==> src/verilog/upr_regs.svh <==
// register offsets, field positions and reset values of the pin routing block
`ifndef UPR_REGS_SVH
`define UPR_REGS_SVH

// byte offsets on the register bus
`define UPR_MODE_OFS     5'h00
`define UPR_ODRAIN_OFS   5'h04
`define UPR_DIR_OFS      5'h08
`define UPR_PULLUP_OFS   5'h0c
`define UPR_LATCH_OFS    5'h10
`define UPR_PINS_OFS     5'h14

// field positions in serial_mode_reg_one
`define UPR_TXSEL_BIT    4
`define UPR_RXSEL_BIT    5
`define UPR_JOIN_BIT     7

// field positions in the per-pin registers
`define UPR_TX_BIT       0
`define UPR_RX_BIT       1
`define UPR_SERIN_BIT    2

// reset values
`define UPR_CTRL_RST     1'b0
`define UPR_PAIR_RST     2'h0
`define UPR_DATA_RST     32'h0000_0000

`endif

==> src/verilog/upr_pkg.sv <==
// types shared by the pin routing block
package upr_pkg;

  // bus handshake phase
  typedef enum logic {
    upr_bus_idle,
    upr_bus_ack
  } upr_bus_e;

  // one bit per port pin: bit 0 transmit pin, bit 1 receive pin
  typedef logic [1:0] upr_pin_t;

endpackage

==> src/verilog/upr_pad.sv <==
// registered driver for one port pin: style, direction, data and pull-up
`timescale 1ns/1ps

module upr_pad
  import upr_pkg::*;
(
  // clock and reset
  input  wire logic clk,
  input  wire logic nrst,
  // pin settings
  input  wire logic dir_out,
  input  wire logic open_drain,
  input  wire logic data,
  input  wire logic pull_en,
  // pad side
  output logic      pad_out,
  output logic      pad_oe,
  output logic      pad_pu
);

  logic out_reg;
  logic out_next;
  logic oe_reg;
  logic oe_next;
  logic pu_reg;
  logic pu_next;

  //////////////////////////////////////////////////////////////////////////
  // open drain only sinks: a one releases the pin to the pull-up
  always_comb
  begin
    pu_next = pull_en;
    if (open_drain)
    begin
      out_next = 1'b0;
      oe_next  = dir_out & ~data;
    end
    else
    begin
      out_next = data;
      oe_next  = dir_out;
    end
  end

  // registered so the pad never sees a glitch from the select muxes
  always_ff @(posedge clk)
  begin
    if (!nrst)
    begin
      out_reg <= 1'b0;
      oe_reg  <= 1'b0;
      pu_reg  <= 1'b0;
    end
    else
    begin
      out_reg <= out_next;
      oe_reg  <= oe_next;
      pu_reg  <= pu_next;
    end
  end

  assign pad_out = out_reg;
  assign pad_oe  = oe_reg;
  assign pad_pu  = pu_reg;

endmodule // upr_pad

==> src/verilog/upr_pin_routing.sv <==
// pin routing of one asynchronous serial channel onto two port pins
//
// Decided for this implementation: register access over Avalon-MM and the placing of the registers.
`timescale 1ns/1ps
`include "upr_regs.svh"

module upr_pin_routing
  import upr_pkg::*;
(
  // clock and reset
  input  wire logic        clk,
  input  wire logic        nrst,
  // avalon-mm slave
  input  wire logic [4:0]  address,
  input  wire logic        read,
  input  wire logic        write,
  input  wire logic [31:0] writedata,
  input  wire logic [3:0]  byteenable,
  output logic [31:0]      readdata,
  output logic             waitrequest,
  // serial unit side
  input  wire logic        ser_txd,
  output logic             ser_rxd,
  output logic             pins_joined,
  // transmit pin
  input  wire logic        tx_pin_in,
  output logic             tx_pin_out,
  output logic             tx_pin_oe,
  output logic             tx_pin_pu,
  // receive pin
  input  wire logic        rx_pin_in,
  output logic             rx_pin_out,
  output logic             rx_pin_oe,
  output logic             rx_pin_pu
);

  upr_bus_e    bus_reg;
  upr_bus_e    bus_next;
  logic        wait_reg;
  logic        wait_next;
  logic [31:0] rdata_reg;
  logic [31:0] rdata_next;
  logic        join_reg;
  logic        join_next;
  logic        txsel_reg;
  logic        txsel_next;
  logic        rxsel_reg;
  logic        rxsel_next;
  logic        od_reg;
  logic        od_next;
  upr_pin_t    dir_reg;
  upr_pin_t    dir_next;
  upr_pin_t    pu_reg;
  upr_pin_t    pu_next;
  upr_pin_t    latch_reg;
  upr_pin_t    latch_next;
  logic        rxd_reg;
  logic        rxd_next;
  logic        wr_go;
  upr_pin_t    pin_data;
  upr_pin_t    pin_od;
  upr_pin_t    pad_out;
  upr_pin_t    pad_oe;
  upr_pin_t    pad_pu;

  //////////////////////////////////////////////////////////////////////////
  // bus handshake: waitrequest drops one cycle after a request appears
  always_comb
  begin
    bus_next   = upr_bus_idle;
    rdata_next = rdata_reg;
    if (bus_reg == upr_bus_idle && (read || write))
      bus_next = upr_bus_ack;
    if (bus_reg == upr_bus_idle && read)
    begin
      rdata_next = `UPR_DATA_RST;
      case (address)
        `UPR_MODE_OFS:
        begin
          rdata_next[`UPR_TXSEL_BIT] = txsel_reg;
          rdata_next[`UPR_RXSEL_BIT] = rxsel_reg;
          rdata_next[`UPR_JOIN_BIT]  = join_reg;
        end
        `UPR_ODRAIN_OFS: rdata_next[`UPR_TX_BIT] = od_reg;
        `UPR_DIR_OFS:    rdata_next[1:0] = dir_reg;
        `UPR_PULLUP_OFS: rdata_next[1:0] = pu_reg;
        `UPR_LATCH_OFS:  rdata_next[1:0] = latch_reg;
        `UPR_PINS_OFS:
        begin
          rdata_next[`UPR_TX_BIT]    = tx_pin_in;
          rdata_next[`UPR_RX_BIT]    = rx_pin_in;
          rdata_next[`UPR_SERIN_BIT] = rxd_reg;
        end
        default:         rdata_next = `UPR_DATA_RST; // unmapped reads zero
      endcase
    end
    wait_next = (bus_next != upr_bus_ack);
  end

  always_ff @(posedge clk)
  begin
    if (!nrst)
    begin
      bus_reg   <= upr_bus_idle;
      wait_reg  <= 1'b1;
      rdata_reg <= `UPR_DATA_RST;
    end
    else
    begin
      bus_reg   <= bus_next;
      wait_reg  <= wait_next;
      rdata_reg <= rdata_next;
    end
  end

  //////////////////////////////////////////////////////////////////////////
  // control registers: a write lands on the edge that sees waitrequest low
  assign wr_go = write && (bus_reg == upr_bus_ack) && byteenable[0];

  always_comb
  begin
    join_next  = join_reg;
    txsel_next = txsel_reg;
    rxsel_next = rxsel_reg;
    od_next    = od_reg;
    dir_next   = dir_reg;
    pu_next    = pu_reg;
    latch_next = latch_reg;
    if (wr_go)
    begin
      case (address)
        `UPR_MODE_OFS:
        begin
          join_next  = writedata[`UPR_JOIN_BIT];
          txsel_next = writedata[`UPR_TXSEL_BIT];
          rxsel_next = writedata[`UPR_RXSEL_BIT];
        end
        `UPR_ODRAIN_OFS: od_next    = writedata[`UPR_TX_BIT];
        `UPR_DIR_OFS:    dir_next   = writedata[1:0];
        `UPR_PULLUP_OFS: pu_next    = writedata[1:0];
        `UPR_LATCH_OFS:  latch_next = writedata[1:0];
        default:         join_next  = join_reg; // unmapped writes ignored
      endcase
    end
  end

  always_ff @(posedge clk)
  begin
    if (!nrst)
    begin
      join_reg  <= `UPR_CTRL_RST;
      txsel_reg <= `UPR_CTRL_RST;
      rxsel_reg <= `UPR_CTRL_RST;
      od_reg    <= `UPR_CTRL_RST;
      dir_reg   <= `UPR_PAIR_RST;
      pu_reg    <= `UPR_PAIR_RST;
      latch_reg <= `UPR_PAIR_RST;
    end
    else
    begin
      join_reg  <= join_next;
      txsel_reg <= txsel_next;
      rxsel_reg <= rxsel_next;
      od_reg    <= od_next;
      dir_reg   <= dir_next;
      pu_reg    <= pu_next;
      latch_reg <= latch_next;
    end
  end

  //////////////////////////////////////////////////////////////////////////
  // serial input select; joined mode ignores the receive pin entirely
  always_comb
  begin
    if (!rxsel_reg)
      rxd_next = 1'b1;
    else if (join_reg)
      rxd_next = tx_pin_in;
    else
      rxd_next = rx_pin_in;
  end

  always_ff @(posedge clk)
  begin
    if (!nrst)
      rxd_reg <= 1'b1;
    else
      rxd_reg <= rxd_next;
  end

  //////////////////////////////////////////////////////////////////////////
  // pad data: the join bit plays no part here, so transmit setup is shared
  assign pin_data[`UPR_TX_BIT] = txsel_reg ? ser_txd
                                           : latch_reg[`UPR_TX_BIT];
  assign pin_data[`UPR_RX_BIT] = latch_reg[`UPR_RX_BIT];
  assign pin_od[`UPR_TX_BIT]   = od_reg;
  assign pin_od[`UPR_RX_BIT]   = 1'b0;

  // one registered pad driver per port pin
  genvar gi;
  generate
    for (gi = 0; gi < 2; gi = gi + 1)
    begin : g_pad
      upr_pad u_pad
      (
        .clk        (clk),
        .nrst       (nrst),
        .dir_out    (dir_reg[gi]),
        .open_drain (pin_od[gi]),
        .data       (pin_data[gi]),
        .pull_en    (pu_reg[gi]),
        .pad_out    (pad_out[gi]),
        .pad_oe     (pad_oe[gi]),
        .pad_pu     (pad_pu[gi])
      );
    end
  endgenerate

  assign readdata    = rdata_reg;
  assign waitrequest = wait_reg;
  assign ser_rxd     = rxd_reg;
  assign pins_joined = join_reg;
  assign tx_pin_out  = pad_out[`UPR_TX_BIT];
  assign tx_pin_oe   = pad_oe[`UPR_TX_BIT];
  assign tx_pin_pu   = pad_pu[`UPR_TX_BIT];
  assign rx_pin_out  = pad_out[`UPR_RX_BIT];
  assign rx_pin_oe   = pad_oe[`UPR_RX_BIT];
  assign rx_pin_pu   = pad_pu[`UPR_RX_BIT];
endmodule // upr_pin_routing

==> config.mk <==
export PLATFORM = sky130hd
export DESIGN_NAME = upr_pin_routing
export DESIGN_NICKNAME = d
export VERILOG_FILES = /design/src/verilog/upr_pkg.sv /design/src/verilog/upr_pad.sv /design/src/verilog/upr_pin_routing.sv
export VERILOG_INCLUDE_DIRS = /design/src /design/src/verilog
export SDC_FILE = /design/constraint.sdc
export NUM_CORES = 1
export LEC_CHECK = 0
export BUFFER_PORTS_ARGS = -buffer_cell sky130_fd_sc_hd__buf_2
export CORE_MARGIN = 2
export CORE_UTILIZATION = 30
export CTS_BUF_LIST = sky130_fd_sc_hd__clkbuf_2 sky130_fd_sc_hd__clkbuf_4 sky130_fd_sc_hd__clkbuf_8
export DETAILED_ROUTE_END_ITERATION = 10
export GPL_TIMING_DRIVEN = 0
export SKIP_LAST_GASP = 1
export SLEW_MARGIN = 20
export SYNTH_ARGS = -nofsm -noshare
export SYNTH_HDL_FRONTEND = slang
export SYNTH_SLANG_ARGS = --single-unit
export TNS_END_PERCENT = 5
==> constraint.sdc <==
create_clock -name clk -period 1.2 [get_ports clk]
set_input_delay 0.18 -clock clk [delete_from_list [all_inputs] [get_ports clk]]
set_output_delay 0.18 -clock clk [all_outputs]
set_load 0.01 [all_outputs]
==> impl_metrics.csv <==
group,metric,value,unit
run_status,status,"complete, no violations",
yosys,synthFlopType,"dfxtp_1",
clock_network,clockRootBuffer,"clkbuf_8",
timing,fmax,904,MHz
yosys,synth_edf_count,0,
timing,fin_skew,0.00442,ns
route,drt-total-wl,2570,um
yosys,syn_inst,127,
route,ant_nets,0,
placed_design,place_ws,-0.186,ns
yosys,ys_top_cells_by_area,"dfxtp_1 (40%), buf_4 (16%), mux2i_1 (8.8%)",
placed_design,port_buffers,31,
clock_network,cts.path.max_buffers,2,
clock_network,clk_pin_slew,0.08,ns
power_and_ir_drop,power_density,982,nW/um^2
worst_setup_path,required,1.40,ns
global_routing,grt_pass1_vias,868,
finish,largest_register_ffs,6,
floorplanning,coreArea,4000,um^2
yosys,synth_common_cells,"buf_4 (26), dfxtp_1 (25), nand2_1 (16), mux2i_1 (11), nand3_1 (7)",
floorplanning,die_h,68.6,um
worst_setup_path,worstSetupPathType,"in2reg",
yosys,synth-seq-area-share,40.0,%
floorplanning,pin_count,89,
global_routing,grt_first_pass_wirelength,3810,um
timing,hold_violations,0,
global_routing,antenna_found_initial,0,
worst_setup_path,cp_max_fo,4,
route,drc,0,
route,dr.first_iter.drc_count,41,
timing,fin_ws,0.0941,ns
flow_run,drv_cap,0,
yosys,syn_area_per_cell,9.84,um^2
clock_network,cts_max_level,1,
timing,finalCriticalPeriod,1.11,ns
global_routing,grt_max_degree,14,
clock_network,cts_buffers,3,
finish,insertedDiodeCount,0,
yosys,synth.most_common_cell,"buf_4",
yosys,ys_ff_latch,25,
clock_network,cts_sinks,25,
yosys,ys_async_sr_fraction,0,%
route,drt-wirelength-per-cell,10.8,um
global_routing,overflow,0,
power_and_ir_drop,p_leak,0.816,nW
worst_setup_path,startpoint_type,"primary input",
worst_hold_path,min-delay-path-class,"in2reg",
finish,utilization,40.9,%
floorplanning,die_w,68.6,um
timing,slew_violations,0,
route,vias,973,
floorplanning,start_util,31.2,%
yosys,yosysTopAreaCellShare,40.0,%
yosys,netlist_area,1250,um^2
timing,setup_tns,0,ns
finish,drive_gt1_share,40.4,%
yosys,yosysWarningCount,0,
power_and_ir_drop,total_power,1.60,mW
yosys,ys_types,28,
timing,fin_crit_sh,92.2,%
worst_setup_path,cp_data_arrival_time,1.31,ns
worst_setup_path,endpoint_kind,"flip-flop",
clock_network,clkLatencyLatePin,0.27,ns
floorplanning,core.rowCount,23,
global_routing,grt_usage,11.1,%
finish,area_growth,30.7,%
route,viasPerCell,4.09,
power_and_ir_drop,ir_drop,0.000387,V
finish,final_net_count,237,
yosys,synth_top_cell_by_area,"dfxtp_1",
floorplanning,fp.dieArea,4700,um^2
placed_design,dpl.hpwl,2030,um
clock_network,cts_tree,"done",
placed_design,gp_congestion,0.718,
timing,setup_violations,0,
clock_network,cts-hold-fix-buffers,0,
route,dr.pass1.iters,4,
==> critical path, cell delays in order <==
cell,delay (ns)
buf_2,0.14
nor4b_2,0.41
nor3b_2,0.36
mux2i_1,0.21
==> per-stage QoR <==
step           area [um^2]  hold slack [ns]  instances
2_1_floorplan         1340            0.296        152
3_3_place_gp          1560            0.398        233
3_5_place_dp          1560            0.397        233
4_1_cts               1620            0.147        237
5_1_grt               1630            0.160        238
6_report              1630            0.144        238
==> cell families (layout without fill, tap and decap cells) <==
| logic type | Yosys count | count (layout) | synth area share, % |
|---|---|---|---|
| compound gates | 12 | 12 | 6.51 |
| buf+inv | 35 | 71 | 18.9 |
| flops | 25 | 25 | 40.0 |
| mux | 15 | 15 | 12.4 |
| other cells | 1 | 26 | 0.300 |
| simple gates | 39 | 39 | 21.8 |
==> power by group <==
group	internal (mW)	leakage (nW)	switching [mW]
Combinational	0.112	0.587	0.129
Sequential	0.839	0.203	0.00807
Clock	0.260	0.0262	0.256
Total	1.21	0.816	0.393
==> cell type report <==
cell class,count,area [um^2]
buffer,29,214
clock buffer,4,48.8
fill,418,2370
inverter,6,22.5
multi-input combinational,92,619
sequential,25,504
tap,50,62.6
timing repair buffer,32,163
==> repair_timing <==
item,in CTS,in global routing
setup endpoints to repair,6,7
pin swaps,1,2
setup buffers,0,1
resized for setup,1,3
gates cloned,0,0
==> cell usage in the layout, fill, tap and decap left out <==
master     n
a21boi_1   1
a21oi_1    3
a221oi_1   1
a31oi_1    1
a32oi_1    3
and3_1     1
and3b_1    1
buf_2     31
buf_4     27
buf_6      1
clkbuf_1   2
clkbuf_4   1
clkbuf_8   3
conb_1    26
dfxtp_1   24
dfxtp_4    1
inv_1      6
mux2_2     4
mux2i_1   11
nand2_1   16
nand2b_1   1
nand3_1    6
nand3_4    1
nand4_1    1
nor2b_1    4
nor3b_1    1
nor3b_2    2
nor4_4     2
nor4b_2    1
nor4b_4    1
o211ai_1   1
o21ai_0    2
or3_4      1
==> layer usage <==
metal / up-vias / global-route usage [%] / wire length (um)
met5: - / 0 / 0
met4: 0 / 4.50 / 27
met3: 4 / 3.25 / 225
met2: 37 / 18.3 / 1200
met1: 427 / 13.6 / 1120
li1: 505 / - / -
==> path summary, 6_finish.rpt <==
| check | start | to | slack (ns) | cells after the start |
|---|---|---|---|---|
| setup / recovery | address[1] | dir_reg[0] | 0.09 | 4 |
| hold / removal | writedata[7] | pins_joined | 0.14 | 3 |
| setup reg to reg | bus_reg | readdata[0] | 0.10 | 3 |
| hold reg to reg | rxsel_reg | ser_rxd | 0.42 | 1 |
Power figures use the tool's default switching activity.
